**src/imcs_pkg.sv**
```systemverilog
/*
 * Package for the interrupt mode-control slice: register offsets, field
 * positions, reset values and condition encodings.
 * Assumes a 32-bit register port; nothing is imported by users.
 */
package imcs_pkg;
	localparam logic [31:0] mode_ctrl_addr = 32'hffffe004;
	localparam logic [31:0] int_status_addr = 32'hffffe100;
	localparam logic [31:0] int_clear_addr = 32'hffffe104;
	localparam logic [31:0] int_enable_addr = 32'hffffe108;
	localparam int num_src = 3;
	localparam int first_src = 4;
	localparam int src_lane_bits = 8;
	localparam int cond_pos = 4;
	localparam int dma_pos = 3;
	localparam int level_pos = 0;
	localparam logic [5:0] src_field_mask = 6'h3f;
	localparam logic [31:0] mode_ctrl_reset = 32'h00000000;
	localparam logic [1:0] cond_low_level = 2'h0;
	localparam logic [1:0] cond_high_level = 2'h1;
	localparam logic [1:0] cond_fall_edge = 2'h2;
	localparam logic [1:0] cond_rise_edge = 2'h3;
	localparam logic [2:0] level_disabled = 3'h0;
	localparam logic [2:0] max_dma_channel = 3'h3;
	typedef enum logic [2:0] {
		imcs_idle = 3'h1,
		imcs_armed = 3'h2,
		imcs_pending = 3'h4
	} imcs_edge_state_type;
endpackage

```
**src/imcs_src_if.sv**
```systemverilog
/*
 * Interface carrying one source's condition field, request and ack, and its detector results
 * between the top module and each per-source detector.
 * Assumes all signals belong to the core_clk domain.
 */
`timescale 1ns/1ps
interface imcs_src_if;
	logic [1:0] cond;
	logic       req_sync;
	logic       ack;
	logic       active;
	logic       rise_seen;
	modport ctrl (output cond, output req_sync, output ack,
		input active, input rise_seen);
	modport det (input cond, input req_sync, input ack,
		output active, output rise_seen);
endinterface

```
**src/imcs_src_detect.sv**
```systemverilog
/*
 * Per-source request detector: level modes follow the input, edge modes
 * latch a pending request until acknowledged.
 * Assumes a synchronised request input and one core_clk domain.
 */
`timescale 1ns/1ps
module imcs_src_detect (
	input  wire logic  core_clk,
	input  wire logic  sys_rst,
	imcs_src_if.det    sif
);
	logic                               prev_req;
	logic                               next_prev_req;
	logic                               edge_hit;
	imcs_pkg::imcs_edge_state_type      state;
	imcs_pkg::imcs_edge_state_type      next_state;

	// Edge detection and the pending latch for edge modes.
	always_comb
	begin
		next_prev_req = sif.req_sync;
		edge_hit = 1'b0;
		next_state = state;
		case (sif.cond)
			imcs_pkg::cond_fall_edge: edge_hit = prev_req & ~sif.req_sync;
			imcs_pkg::cond_rise_edge: edge_hit = ~prev_req & sif.req_sync;
			default: edge_hit = 1'b0;
		endcase
		case (state)
			imcs_pkg::imcs_idle: next_state = imcs_pkg::imcs_armed;
			imcs_pkg::imcs_armed:
				if (edge_hit)
				begin
					next_state = imcs_pkg::imcs_pending;
				end
			imcs_pkg::imcs_pending:
				// A new edge in the ack cycle keeps the request.
				if (sif.ack && !edge_hit)
				begin
					next_state = imcs_pkg::imcs_armed;
				end
			default: next_state = imcs_pkg::imcs_idle;
		endcase
		if (!sif.cond[1])
		begin
			next_state = imcs_pkg::imcs_armed;
		end
	end

	// Registers of the detector.
	always_ff @(posedge core_clk)
	begin
		if (sys_rst)
		begin
			prev_req <= 1'b0;
			state <= imcs_pkg::imcs_idle;
		end
		else
		begin
			prev_req <= next_prev_req;
			state <= next_state;
		end
	end

	assign sif.active = sif.cond[1] ? (state == imcs_pkg::imcs_pending)
		: (sif.req_sync == sif.cond[0]);
	assign sif.rise_seen = edge_hit;

	// Edge request is latched as pending; high level follows the input.
	a_edge_pending_hold: assert property (@(posedge core_clk)
		disable iff (sys_rst)
		(sif.cond[1] && edge_hit && state == imcs_pkg::imcs_armed)
		|=> sif.active) else $error("edge request not latched");
	a_level_follow: assert property (@(posedge core_clk)
		disable iff (sys_rst)
		(sif.cond == imcs_pkg::cond_high_level)
		|-> (sif.active == sif.req_sync))
		else $error("high level not followed");
endmodule

```
**src/imcs_top.sv**
```systemverilog
/*
 * Interrupt mode-control slice for sources 4 to 6: mode register, request
 * detection, priority or DMA routing, sticky event status and interrupt.
 * Assumes request pins are asynchronous and the register port is a plain
 * one-cycle strobe port on core_clk.
 */
// Added by the designer: the address-and-strobe port.
// Overview of operation
// - Condition field: 00 low, 01 high, 10 falling, 11 rising edge.
// - DMA flag set routes the source request to DMA trigger.
// - Flag clear: level is priority, zero disables the source.
// - Flag set: level field selects DMA channel, not priority.
// - DMA channel values 0 to 3 valid; 4 to 7 invalid.
`timescale 1ns/1ps
module imcs_top #(
	parameter int NUM_SRC = imcs_pkg::num_src
) (
	input  wire logic                 core_clk,
	input  wire logic                 sys_rst,
	input  wire logic [31:0]          reg_addr,
	input  wire logic [31:0]          reg_wdata,
	input  wire logic                 reg_wr,
	input  wire logic                 reg_rd,
	output logic [31:0]               reg_rdata,
	input  wire logic [NUM_SRC-1:0]   src_req_pin,
	input  wire logic [NUM_SRC-1:0]   src_ack,
	output logic [NUM_SRC-1:0]        int_req,
	output logic [3*NUM_SRC-1:0]      int_priority,
	output logic [NUM_SRC-1:0]        dma_start,
	output logic [2*NUM_SRC-1:0]      dma_channel,
	output logic [NUM_SRC-1:0]        dma_cfg_error,
	output logic                      irq
);
	logic [31:0]        mode_ctrl;
	logic [31:0]        next_mode_ctrl;
	logic [NUM_SRC-1:0] sync1;
	logic [NUM_SRC-1:0] sync2;
	logic [NUM_SRC-1:0] status;
	logic [NUM_SRC-1:0] next_status;
	logic [NUM_SRC-1:0] enable;
	logic [NUM_SRC-1:0] next_enable;
	logic [31:0]        next_rdata;
	logic [NUM_SRC-1:0] active;
	logic [NUM_SRC-1:0] events;
	logic [NUM_SRC-1:0] next_int_req;
	logic [NUM_SRC-1:0] next_dma_start;
	logic [NUM_SRC-1:0] next_cfg_err;
	logic [3*NUM_SRC-1:0] next_prio;
	logic [2*NUM_SRC-1:0] next_chan;
	logic               next_irq;

	// Two-flop synchroniser; the first stage feeds only the second.
	always_ff @(posedge core_clk)
	begin
		if (sys_rst)
		begin
			sync1 <= '0;
			sync2 <= '0;
		end
		else
		begin
			sync1 <= src_req_pin;
			sync2 <= sync1;
		end
	end

	// One detector per source, fields taken from its byte lane.
	for (genvar i = 0; i < NUM_SRC; i++)
	begin : g_src
		imcs_src_if sif ();
		assign sif.cond = mode_ctrl[i*imcs_pkg::src_lane_bits
			+ imcs_pkg::cond_pos +: 2];
		assign sif.req_sync = sync2[i];
		assign sif.ack = src_ack[i];
		assign active[i] = sif.active;
		assign events[i] = sif.rise_seen;
		imcs_src_detect u_det (
			.core_clk (core_clk),
			.sys_rst  (sys_rst),
			.sif      (sif)
		);
	end

	// Register writes and sticky status; set beats clear.
	always_comb
	begin
		next_mode_ctrl = mode_ctrl;
		next_enable = enable;
		next_status = status;
		if (reg_wr)
		begin
			if (reg_addr == imcs_pkg::mode_ctrl_addr)
			begin
				for (int i = 0; i < NUM_SRC; i++)
				begin
					next_mode_ctrl[i*imcs_pkg::src_lane_bits +: 6] =
						reg_wdata[i*imcs_pkg::src_lane_bits +: 6]
						& imcs_pkg::src_field_mask;
				end
			end
			else if (reg_addr == imcs_pkg::int_clear_addr)
			begin
				next_status = status & ~reg_wdata[NUM_SRC-1:0];
			end
			else if (reg_addr == imcs_pkg::int_enable_addr)
			begin
				next_enable = reg_wdata[NUM_SRC-1:0];
			end
		end
		next_status = next_status | events;
	end

	// Read mux; unmapped and write-only addresses read as zero.
	always_comb
	begin
		next_rdata = '0;
		if (reg_rd)
		begin
			if (reg_addr == imcs_pkg::mode_ctrl_addr)
			begin
				next_rdata = mode_ctrl;
			end
			else if (reg_addr == imcs_pkg::int_status_addr)
			begin
				next_rdata[NUM_SRC-1:0] = status;
			end
			else if (reg_addr == imcs_pkg::int_enable_addr)
			begin
				next_rdata[NUM_SRC-1:0] = enable;
			end
		end
	end

	// Routing of each recognised request to interrupt or DMA.
	always_comb
	begin
		next_int_req = '0;
		next_dma_start = '0;
		next_cfg_err = '0;
		next_prio = '0;
		next_chan = '0;
		for (int i = 0; i < NUM_SRC; i++)
		begin
			if (mode_ctrl[i*imcs_pkg::src_lane_bits + imcs_pkg::dma_pos])
			begin
				if (mode_ctrl[i*imcs_pkg::src_lane_bits +: 3]
					<= imcs_pkg::max_dma_channel)
				begin
					next_chan[2*i +: 2] =
						mode_ctrl[i*imcs_pkg::src_lane_bits +: 2];
					next_dma_start[i] = active[i];
				end
				else
				begin
					// Invalid channel: request dropped, flag raised.
					next_cfg_err[i] = 1'b1;
				end
			end
			else
			begin
				next_prio[3*i +: 3] =
					mode_ctrl[i*imcs_pkg::src_lane_bits +: 3];
				next_int_req[i] = active[i]
					&& (next_prio[3*i +: 3] != imcs_pkg::level_disabled);
			end
		end
		next_irq = |(status & enable);
	end

	// Mode, status and enable registers and all outputs.
	always_ff @(posedge core_clk)
	begin
		if (sys_rst)
		begin
			mode_ctrl <= imcs_pkg::mode_ctrl_reset;
			status <= '0;
			enable <= '0;
			reg_rdata <= '0;
			int_req <= '0;
			dma_start <= '0;
			dma_cfg_error <= '0;
			int_priority <= '0;
			dma_channel <= '0;
			irq <= 1'b0;
		end
		else
		begin
			mode_ctrl <= next_mode_ctrl;
			status <= next_status;
			enable <= next_enable;
			reg_rdata <= next_rdata;
			int_req <= next_int_req;
			dma_start <= next_dma_start;
			dma_cfg_error <= next_cfg_err;
			int_priority <= next_prio;
			dma_channel <= next_chan;
			irq <= next_irq;
		end
	end

	// Assertions tying outputs to mode fields.
	a_dma_blocks_int: assert property (@(posedge core_clk)
		disable iff (sys_rst)
		$past(mode_ctrl[imcs_pkg::dma_pos]) |-> !int_req[0])
		else $error("int raised in dma mode");
	a_dma_start_route: assert property (@(posedge core_clk)
		disable iff (sys_rst)
		(mode_ctrl[imcs_pkg::dma_pos] && active[0]
		&& mode_ctrl[2:0] <= imcs_pkg::max_dma_channel) |=> dma_start[0])
		else $error("dma start missing");
	a_prio_disable: assert property (@(posedge core_clk)
		disable iff (sys_rst)
		(mode_ctrl[2:0] == imcs_pkg::level_disabled) |=> !int_req[0])
		else $error("disabled source raised int");
	a_prio_value: assert property (@(posedge core_clk)
		disable iff (sys_rst)
		!mode_ctrl[imcs_pkg::dma_pos] |=> int_priority[2:0]
		== $past(mode_ctrl[2:0]))
		else $error("priority not mirrored");
	a_chan_select: assert property (@(posedge core_clk)
		disable iff (sys_rst)
		(mode_ctrl[imcs_pkg::dma_pos] && !mode_ctrl[2]) |=>
		(dma_channel[1:0] == $past(mode_ctrl[1:0])) && int_priority[2:0] == 0)
		else $error("channel not selected");
	a_chan_invalid: assert property (@(posedge core_clk)
		disable iff (sys_rst)
		(mode_ctrl[imcs_pkg::dma_pos] && mode_ctrl[2]) |=>
		(dma_cfg_error[0] && !dma_start[0]))
		else $error("invalid channel used");
	a_low_level: assert property (@(posedge core_clk)
		disable iff (sys_rst)
		(mode_ctrl[5:4] == imcs_pkg::cond_low_level) |-> active[0] == !sync2[0])
		else $error("low level not decoded");
	// The enable seen by irq is the one of the cycle before, hence $past.
	a_status_sticky: assert property (@(posedge core_clk)
		disable iff (sys_rst)
		events[0] |=> status[0] ##1 (irq || !$past(enable[0])))
		else $error("event not sticky");

	// Per-source checks, so that sources 5 and 6 are guarded as well.
	for (genvar i = 0; i < NUM_SRC; i++)
	begin : g_chk
		localparam int lane = i * imcs_pkg::src_lane_bits;

		a_src_int_route: assert property (@(posedge core_clk)
			disable iff (sys_rst)
			(!mode_ctrl[lane + imcs_pkg::dma_pos] && active[i]
			&& mode_ctrl[lane +: 3] != imcs_pkg::level_disabled)
			|=> int_req[i])
			else $error("enabled request not raised");
		a_src_no_int: assert property (@(posedge core_clk)
			disable iff (sys_rst)
			mode_ctrl[lane + imcs_pkg::dma_pos]
			|=> (!int_req[i] && int_priority[3*i +: 3] == 3'h0))
			else $error("priority used in dma mode");
		a_src_dma_route: assert property (@(posedge core_clk)
			disable iff (sys_rst)
			(mode_ctrl[lane + imcs_pkg::dma_pos] && active[i]
			&& mode_ctrl[lane +: 3] <= imcs_pkg::max_dma_channel)
			|=> dma_start[i])
			else $error("dma trigger not raised");
		a_src_no_dma: assert property (@(posedge core_clk)
			disable iff (sys_rst)
			!mode_ctrl[lane + imcs_pkg::dma_pos] |=> !dma_start[i])
			else $error("dma trigger without dma flag");
		a_src_chan: assert property (@(posedge core_clk)
			disable iff (sys_rst)
			(mode_ctrl[lane + imcs_pkg::dma_pos]
			&& mode_ctrl[lane +: 3] <= imcs_pkg::max_dma_channel)
			|=> (dma_channel[2*i +: 2] == $past(mode_ctrl[lane +: 2])
			&& !dma_cfg_error[i]))
			else $error("valid channel not selected");
		a_src_bad_chan: assert property (@(posedge core_clk)
			disable iff (sys_rst)
			(mode_ctrl[lane + imcs_pkg::dma_pos]
			&& mode_ctrl[lane +: 3] > imcs_pkg::max_dma_channel)
			|=> (dma_cfg_error[i] && !dma_start[i]))
			else $error("invalid channel not refused");
		a_src_prio: assert property (@(posedge core_clk)
			disable iff (sys_rst)
			!mode_ctrl[lane + imcs_pkg::dma_pos]
			|=> int_priority[3*i +: 3] == $past(mode_ctrl[lane +: 3]))
			else $error("priority not taken from level");
		a_src_low_level: assert property (@(posedge core_clk)
			disable iff (sys_rst)
			(mode_ctrl[lane + imcs_pkg::cond_pos +: 2]
			== imcs_pkg::cond_low_level) |-> active[i] == !sync2[i])
			else $error("low level not followed");
		a_src_sticky: assert property (@(posedge core_clk)
			disable iff (sys_rst)
			events[i] |=> status[i])
			else $error("event not recorded");
	end

	// Interrupt output and register port, shared by all sources.
	a_irq_raise: assert property (@(posedge core_clk)
		disable iff (sys_rst)
		|(status & enable) |=> irq)
		else $error("irq missing for enabled status");
	a_irq_drop: assert property (@(posedge core_clk)
		disable iff (sys_rst)
		!(|(status & enable)) |=> !irq)
		else $error("irq without enabled status");
	a_rdata_idle: assert property (@(posedge core_clk)
		disable iff (sys_rst)
		!reg_rd |=> reg_rdata == 32'h0)
		else $error("read data outside read slot");
	a_mode_spare: assert property (@(posedge core_clk)
		disable iff (sys_rst)
		(mode_ctrl & 32'hffc0c0c0) == 32'h0)
		else $error("spare mode bits set");
endmodule

```
**config.mk**
```make
export PLATFORM = sky130hd
export DESIGN_NAME = imcs_top
export DESIGN_NICKNAME = d
export VERILOG_FILES = /design/src/imcs_pkg.sv /design/src/imcs_src_if.sv /design/src/imcs_src_detect.sv /design/src/imcs_top.sv
export SDC_FILE = /design/constraint.sdc
export NUM_CORES = 1
export LEC_CHECK = 0
export ABC_AREA = 1
export ABC_CLOCK_PERIOD_IN_PS = 1400
export BUFFER_PORTS_ARGS = -buffer_cell sky130_fd_sc_hd__clkbuf_2
export CAP_MARGIN = 30
export CORE_ASPECT_RATIO = 0.7
export CORE_UTILIZATION = 44
export CTS_BUF_LIST = sky130_fd_sc_hd__clkbuf_8 sky130_fd_sc_hd__clkbuf_16
export CTS_CLUSTER_DIAMETER = 150
export DETAILED_ROUTE_END_ITERATION = 12
export GPL_TIMING_DRIVEN = 0
export MAX_ROUTING_LAYER = met4
export PLACE_DENSITY = 0.75
export SLEW_MARGIN = 15
export SYNTH_ARGS = -nofsm -noshare
export SYNTH_HDL_FRONTEND = slang
export SYNTH_HIERARCHICAL = 1
export SYNTH_SLANG_ARGS = --single-unit
export TNS_END_PERCENT = 1
```
**constraint.sdc**
```tcl
create_clock -name core_clk -period 1.4 [get_ports core_clk]
set_clock_uncertainty 0.15 [all_clocks]
set_input_delay 0.28 -clock core_clk [delete_from_list [all_inputs] [get_ports core_clk]]
set_output_delay 0.28 -clock core_clk [all_outputs]
set_load 0.005 [all_outputs]
```
## Word-level counts from Yosys, hierarchy flattened

Cells that the tools add are included.

- $add $sub $neg: 0
- $mul: 0
- Div/mod/pow operators: 0
- $lt $le $gt $ge: 3
- Equality and inequality tests: 34
- Shifts and indexed selects: 0
- Mux-type cells: 27
- Bitwise gates (word level): 28
- Reductions and logical operators: 35

Operators by type and width:

| kind | count |
|---|---|
| $eq 32x32->1 const B | 4 |
| $mux 3 | 12 |
| $pmux 3 s3 | 3 |
| $reduce_or 2->1 | 10 |
| $not 1->1 | 18 |
| $reduce_or 3->1 | 5 |
| $reduce_and 2->1 | 7 |
| $eq 2x2->1 const B | 6 |
| $eq 3x1->1 const B | 3 |
| $eq 3x2->1 const B | 3 |
| $eq 3x3->1 const B | 3 |
| $le 3x2->1 const B | 3 |
| $ne 3x2->1 const B | 3 |
| $ne 3x3->1 const B | 3 |
| $reduce_bool 3->1 | 3 |
| $and 1x1->1 | 6 |
| $and 3x3->3 | 2 |
| $logic_and 1x1->1 | 6 |
| $mux 1 | 6 |
| $mux 2 | 3 |
| $ne 2x1->1 const B | 3 |
| $ne 2x2->1 const B | 3 |
| $pmux 1 s2 | 3 |
| $reduce_and 4->1 | 1 |
| 4 further kinds | 8 |

- Register bits after elaboration: 85
- Bits in latches: 0
- RAM bits: 0
- Memory bits (read-only): 0
- Input port bits: 74
- Output and inout bits: 57
- Logic and storage cells: 159
- Memories: 0

## Depth between registers and ports, before layout

Gate-level depths: netlist of run 1.

- Depth in word-level cells: 8
- Depth in mapped cells: 12
- Depth with buffers taken out: 12

## By module

Netlist of run 1, hierarchy kept.

By module, submodules not included:

| module | instances | cells each | area an instance (µm²) | sequential area each (µm²) |
|---|---|---|---|---|
| imcs_top | 1 | 379 | 2776.4 | 1461.4 |
| imcs_src_detect | 3 | 45 | 265.3 | 80.1 |

## Least setup slack after synthesis of run 1

No wires, ideal clock.

- Path kind: input port to flip-flop
- Start point: input port reg_addr[5]
- End point: register mode_ctrl[0]
- Setup time: 0.113 ns
- Data arrival time: 1.232 ns
- Required time: 1.137 ns
- Path slack: -0.095 ns
- Stages on the path: 11
- Path buffers: 1
- Cells stage by stage: nor2_1 > nand2_1 > inv_1 > nand2_1 > inv_1 > nand4_2 > inv_2 > nand2_4 > buf_2 > nor2_1 > nor2_1

- Cells in the longest elaborated chain, start to end: 2

Ends and longest elaborated chain:

| what | line | text |
|---|---|---|
| from (decl) | imcs_top.sv:20 | `input wire logic [31:0] reg_addr,` |
| $eq 32x32->1 | imcs_top.sv:92 | `if (reg_addr == imcs_pkg::mode_ctrl_addr)` |
| $reduce_and 2->1 (no line) | - |  |
| to (signal assigned) | imcs_top.sv:175 | `mode_ctrl <= imcs_pkg::mode_ctrl_reset;` |
| to (signal assigned) | imcs_top.sv:188 | `mode_ctrl <= next_mode_ctrl;` |
| to (decl) | imcs_top.sv:34 | `logic [31:0] mode_ctrl;` |

Every way passes these cells.
A chain may end at the register's enable or synchronous reset.

## Worst setup path after layout of run 1

- Start point: register g_src[2].u_det.state[1]
- End point: register int_req[2]

- Cells in the longest elaborated chain, start to end: 3

Ends and longest elaborated chain:

| what | line | text |
|---|---|---|
| from (decl) | imcs_src_detect.sv:15 | `imcs_pkg::imcs_edge_state_type state;` |
| from (signal assigned) | imcs_src_detect.sv:56 | `state <= imcs_pkg::imcs_idle;` |
| from (signal assigned) | imcs_src_detect.sv:61 | `state <= next_state;` |
| $eq 3x3->1 | imcs_src_detect.sv:65 | `assign sif.active = sif.cond[1] ? (state == imcs_pkg::imcs_pending)` |
| $mux 1 | imcs_src_detect.sv:65 |  |
| named net g_src[2].sif.active | imcs_src_if.sv:11 | `logic active;` |
| $logic_and 1x1->1 | imcs_top.sv:164 | `&& (next_prio[3*i +: 3] != imcs_pkg::level_disabled);` |
| to (signal assigned) | imcs_top.sv:192 | `int_req <= next_int_req;` |
| to (decl) | imcs_top.sv:27 | `output logic [NUM_SRC-1:0] int_req,` |

The timed path passes the listed nets, and every way through them passes these cells.

==> flow_summary.yaml, run 1 <==
worst_setup_path:
  path_common_cell: "inv_1"
  cp-end-kind: "flip-flop"
  r2r_end: "int_req[2]"
  crit_chain: "inv_1 -> nand3_2 -> nor2_2 -> o21bai_1 -> inv_1 -> a311oi_2"
  r2r_slack_ns: 0.04
  rr_startpoint: "g_src[2].u_det/state[1]"
  startpoint_type: "flip-flop"
  max_stage_delay_ns: 0.31
  crit_family: "compound AO/OA/AOI/OAI gates"
  cp_num_cells: 6
  critPathKind: "reg -> reg"
  cp_data_required_time_ns: 1.49
  slowest_stage: "dfxtp_1"
  worstPathArrival_ns: 1.45
  worstPathBufferInverterCount: 2
  crit_path_end: "int_req[2]"
  worst_r2r_path_depth: 6
  cp-startpoint: "g_src[2].u_det/state[1]"
  cp_max_fo: 4
clocking:
  clockBufferDepth: 2
  clkSinkCount: 85
  cts_root_buf: "clkbuf_16"
  clk_latency_ns: 0.33
  path_clk_slew_ns: 0.06
  cts_tree: "yes"
  htreeDepth: 3
  cts_made_buffers: 9
pwr:
  irDropWorstVdd_mv: 0.7598
  power.switching_mw: 1.096
  swShare: 0.1991
  pwr-share-clk: 0.503
  p_comb_frac: 0.052
  p_int_mw: 4.410
  seq_power_share: 0.445
  cellLeakagePower_nw: 2.505
  cellPowerDensity_mw_per_mm2: 1141
synthesis:
  netlist_instances: 514
  ys_seq_area_frac: 0.4764
  synth_area_mm2: 0.003572
  yosys_warnings: 6
  synth.distinct_cells: 24
  syn_avg_cell_area_um2: 6.950
  ys_ff_latch: 85
sta:
  hold_violations: 0
  setup_tns_ns: 0
  drv_slew: 0
  setup-violations-final: 0
  grt_setup_unrepaired: "yes"
  finalCritPeriodShare: 0.9727
  max_freq_mhz: 734.3
  period_minus_slack_ns: 1.362
outcome:
  run_status: "finished, final reports clean"
global_routing:
  grt_pass1_wl_um: 14670
  grt_start_max_net_pins: 15
  grt_pass1_vias: 3451
  antenna_found_initial: 0
  grt_remaining_overflow: 0
  track_usage: 0.2283
floorplanning:
  die_area_mm2: 0.008489
  rows: 27
  pin_count: 131
  floorplan.initialDensity: 0.4538
  fp.coreArea_mm2: 0.007871
  die_width_um: 109.7
  die_h_um: 77.39
place:
  dp_hpwl_um: 6393
  place.gp.congestion: 0.8993
  portBuffers: 101
route:
  routed_via_density: 4.676
  wirelength_um: 8724
  drc: 0
  drt_pass1_iterations: 5
  routedWlPerCell_um: 11.59
  antenna_left: 0
  drtIter0Drc: 179
  vias: 3521
worst_hold_path:
  hold_path_class: "in -> reg"
layout:
  final_core_util: 0.6131
  num-nets-final: 721
  n_fill_cell: 698
  insertedDiodeCount: 0
  area_growth_pct: 35.10
  drive_gt1_frac: 0.2837
job:
  drv_cap: 0
==> placed cells by master, fill, tap and decap left out, drive strengths merged <==
master | synthesis | final
o21bai | 3 | 3
a21oi | 6 | 6
nand4 | 7 | 7
bufinv | 0 | 3
a311oi | 3 | 3
conb | 1 | 14
clkinv | 0 | 1
nand3 | 36 | 36
dfxtp | 85 | 85
o21ai | 12 | 12
nor2 | 133 | 133
clkinvlp | 0 | 1
buf | 21 | 26
xor2 | 3 | 3
dlygate4sd3 | 0 | 3
o221ai | 1 | 1
clkbuf | 1 | 113
nand2 | 110 | 110
inv | 85 | 85
o21a | 3 | 3
nor3 | 4 | 4
==> power groups by stage <==
stage | combinational [mW] | sequential [mW] | clock, mW
final | 0.285 | 2.45 | 2.77
after global routing | 0.320 | 2.45 | 2.92
after CTS | 0.270 | 2.45 | 2.81
after detailed placement | 0.261 | 2.50 | 0
after global placement | 0.256 | 2.50 | 0
after floorplan | 0.140 | 2.50 | 0
==> metal layers <==
layer	part of all wire	up-vias	track usage	wire (µm)
met5	0	-	-	0
met4	0.017	0	0.08667	148
met3	0.061	16	0.05462	529
met2	0.47	120	0.3623	4098
met1	0.45	1588	0.2811	3947
li1	-	1797	-	-
==> registers in the layout (all words and copies together) (netlist names), 3 cells and up <==
register	flops
reg_rdata	18
enable	3
int_priority	9
g_src.u_det/state	9
int_req	3
dma_start	3
sync1	3
mode_ctrl	18
status	3
dma_cfg_error	3
dma_channel	6
sync2	3
g_src.u_det/prev_req	3
==> cell type report <==
cell class                 count  area (µm²)  share of cell area
tap                          101       126.4             0.02619
clock buffer                  11       252.7             0.05237
clock inverter                 5       106.4             0.02204
timing repair buffer         109       573.1              0.1187
buffer                        22       172.7             0.03578
multi-input combinational    335        1568              0.3249
sequential                    85        1705              0.3534
inverter                      85       321.6             0.06663
==> metrics by stage <==
stage	area (µm²)	std cells	power, mW	hold WS [ns]	worst slack [ns]
2_1_floorplan	3638	527	2.642	0.2024	-0.03936
5_1_grt	4826	753	5.693	0.02580	-0.08428
4_1_cts	4676	748	5.533	0.02090	-0.01582
6_report	4826	753	5.507	0.02399	0.03824
3_5_place_dp	4270	729	2.764	0.2480	-0.3711
3_3_place_gp	4270	729	2.760	0.2467	-0.3309
==> how the worst min path moves through the flow <==
stage                                         end  depth (start not counted)     startpoint  slack (ns)
after floorplan           g_src[0].u_det/prev_req                          1        sys_rst        0.20
after global placement                   sync2[0]                          2       sync1[0]        0.25
after detailed placement                 sync2[0]                          2       sync1[0]        0.25
after CTS                            mode_ctrl[5]                          3   reg_wdata[5]        0.02
after global routing                mode_ctrl[16]                          3  reg_wdata[16]        0.03
final                                mode_ctrl[9]                          3   reg_wdata[9]        0.02
==> cell usage after synthesis <==
cell type,instances,area share
nand4_2,1,0.0035
o21ai_0,12,0.017
o221ai_1,1,0.0025
nor3_1,4,0.0056
nand4_1,6,0.011
nand3_1,33,0.046
inv_2,5,0.0053
dfxtp_1,85,0.48
xor2_1,3,0.0074
inv_1,80,0.084
nand2_1,109,0.11
nand2_4,1,0.0032
buf_4,15,0.032
a311oi_1,3,0.0074
nor2_4,1,0.0032
o21a_1,3,0.0063
buf_6,2,0.0063
conb_1,1,0.0010
o21bai_1,3,0.0063
clkbuf_1,1,0.0010
nand3_2,3,0.0084
nor2_1,132,0.14
buf_2,4,0.0056
a21oi_1,6,0.0084
==> worst min-delay path: cells and delay by family <==
family | cells | cell delay, ns
AND/OR/NAND/NOR | 2 | 0.11
buffers and inverters | 1 | 0.07
==> kinds of logic after synthesis <==
kind of cell	synth area share
AND/OR/NAND/NOR	0.3338
buffers and inverters	0.1338
flip-flops	0.4764
AO/OA/AOI/OAI	0.04764
XOR/XNOR	0.007357
other	0.001050
==> repair_timing <==
item	4_1_cts	5_1_grt
pin swaps	1	9
endpoints found under the hold margin	3	0
setup endpoints to repair	14	37
cloned	0	0
hold buffers	3	0
buffers inserted	0	5
gates resized for setup	7	34
Note: power is estimated with default switching activity, not from simulation.
==> run 2: changes to the inputs <==
--- a/config.mk
+++ b/config.mk
@@ -15,6 +15,7 @@
 export CTS_CLUSTER_DIAMETER = 150
 export DETAILED_ROUTE_END_ITERATION = 12
 export GPL_TIMING_DRIVEN = 0
+export HOLD_SLACK_MARGIN = 0.05
 export MAX_ROUTING_LAYER = met4
 export PLACE_DENSITY = 0.75
 export SLEW_MARGIN = 15
==> run 2 against run 1 <==
Compared with the run above:
- wire length increased by 2.4%
- power increased by 0.58%
- final cell count grew 1.9%
- sequential share of layout area down 0.96 points
- global-route usage up 0.51 points
- maximum frequency decreased by 0.28%
==> flow_summary.yaml, run 2 (synthesis gave the netlist of run 1 again) <==
outcome:
  run_status: "finished, final reports clean"
floorplanning:
  pin_count: 131
  fp.coreArea_mm2: 0.007871
  die_area_mm2: 0.008489
  die_h_um: 77.39
  floorplan.initialDensity: 0.4538
  die_width_um: 109.7
  rows: 27
clocking:
  cts_made_buffers: 9
  path_clk_slew_ns: 0.06
  clkSinkCount: 85
  cts_root_buf: "clkbuf_16"
  clk_latency_ns: 0.33
  cts_tree: "yes"
  clockBufferDepth: 2
  htreeDepth: 3
place:
  placed_area_mm2: 0.004270
  portBuffers: 101
  dp.cells: 729
  place.gp.congestion: 0.8993
  dp_hpwl_um: 6393
route:
  drc: 0
  drt_pass1_iterations: 5
  drtIter0Drc: 214
  antenna_left: 0
  routedWlPerCell_um: 11.65
  vias: 3568
  routed_via_density: 4.652
  wirelength_um: 8937
layout:
  final_area_mm2: 0.004961
  drive_gt1_frac: 0.2763
  instances_no_fill: 767
  final_core_util: 0.6303
  n_fill_cell: 674
  layout_common_cells: "nor2_1 (120), nand2_1 (107), clkbuf_2 (101)"
  num-nets-final: 735
  area_growth_pct: 38.88
  final_common_cell: "nor2_1"
  top_regs: "mode_ctrl: 18 flops, reg_rdata: 18 flops"
  insertedDiodeCount: 0
global_routing:
  grt_start_max_net_pins: 15
  grt_remaining_overflow: 0
  grt_pass1_vias: 3517
  track_usage: 0.2334
  grt_pass1_wl_um: 14990
  antenna_found_initial: 0
pwr:
  cellPowerDensity_mw_per_mm2: 1116
  p_int_mw: 4.435
  pwr-share-clk: 0.501
  p_comb_frac: 0.057
  cellLeakagePower_nw: 2.562
  power.switching_mw: 1.103
  swShare: 0.1992
  irDropWorstVdd_mv: 0.7598
  seq_power_share: 0.443
sta:
  setup_tns_ns: 0
  grt_setup_unrepaired: "yes"
  hold-worst-slack_ns: 0.08382
  max_freq_mhz: 732.3
  drv_slew: 0
  period_minus_slack_ns: 1.366
  finalCritPeriodShare: 0.9754
  hold_violations: 0
  setup-violations-final: 0
job:
  drv_cap: 0
worst_setup_path:
  critPathKind: "in -> reg"
  startpoint_type: "input pin"
  cp-end-kind: "flip-flop"
  worstPathArrival_ns: 1.44
  cp_max_fo: 10
  cp_data_required_time_ns: 1.47
worst_hold_path:
  hold_path_class: "in -> reg"
==> run 2: cell count changes in the layout (fill, tap and decap cells not counted) <==
cell,before,now
dlygate4sd3_1,3,17
nand2_1,106,107
nand2_2,3,2
nor2_1,121,120
nor2_2,7,8
nor3_1,3,4
nor3_2,1,0
==> run 2: final timing paths <==
path                            from             to  slack (ns)  depth (start not counted)
max                     reg_addr[24]  mode_ctrl[18]        0.03                         11
min                    reg_wdata[18]  mode_ctrl[18]        0.08                          3
min reg2reg                 sync1[0]       sync2[0]        0.25                          2
max reg2reg  g_src[2].u_det/state[1]     int_req[2]        0.04                          6
==> run 2: stage by stage <==
stage,setup WS [ns],power [mW]
3_3_place_gp,-0.3309,2.760
6_report,0.03441,5.539
3_5_place_dp,-0.3711,2.764
5_1_grt,-0.09288,5.724
2_1_floorplan,-0.03936,2.642
4_1_cts,-0.01582,5.564
==> run 2: final cells by class <==
class / instances / area, µm² / area share
Buffer: 22 / 172.7 / 0.03480
Clock buffer: 11 / 252.7 / 0.05095
Clock inverter: 5 / 106.4 / 0.02144
Inverter: 85 / 321.6 / 0.06482
Multi-Input combinational cell: 335 / 1563 / 0.3150
Sequential cell: 85 / 1705 / 0.3438
Tap cell: 101 / 126.4 / 0.02547
Timing Repair Buffer: 123 / 713.2 / 0.1438
==> run 2: power groups by stage <==
stage	Clock, mW	Sequential [mW]	Combinational [mW]
2_1_floorplan	0	2.50	0.140
3_3_place_gp	0	2.50	0.256
3_5_place_dp	0	2.50	0.261
4_1_cts	2.81	2.45	0.301
5_1_grt	2.92	2.45	0.353
6_report	2.77	2.45	0.316
==> run 2: what timing repair did <==
action / 4_1_cts / 5_1_grt
hold endpoints to repair: 17 / 0
setup buffers: 0 / 5
gates resized for setup: 7 / 33
endpoints found under the setup margin: 14 / 37
pin swaps: 1 / 9
gates cloned: 0 / 0
hold buffers: 17 / 0
==> run 2: worst max-delay path, stage by stage <==
cell and delay, ns:
clkbuf_2 0.07, nand2_1 0.06, nor2_1 0.10, nand2_1 0.09
nor2_4 0.16, nand4_4 0.14, inv_4 0.11, nand2_8 0.08
buf_6 0.16, nor2_1 0.11, nor2_1 0.07
==> run 2: per-layer routing <==
| metal | track usage | part of all wire |
|---|---|---|
| met1 | 0.2820 | 0.44 |
| met2 | 0.3780 | 0.48 |
| met3 | 0.05462 | 0.061 |
| met4 | 0.08800 | 0.012 |
| met5 | - | 0 |
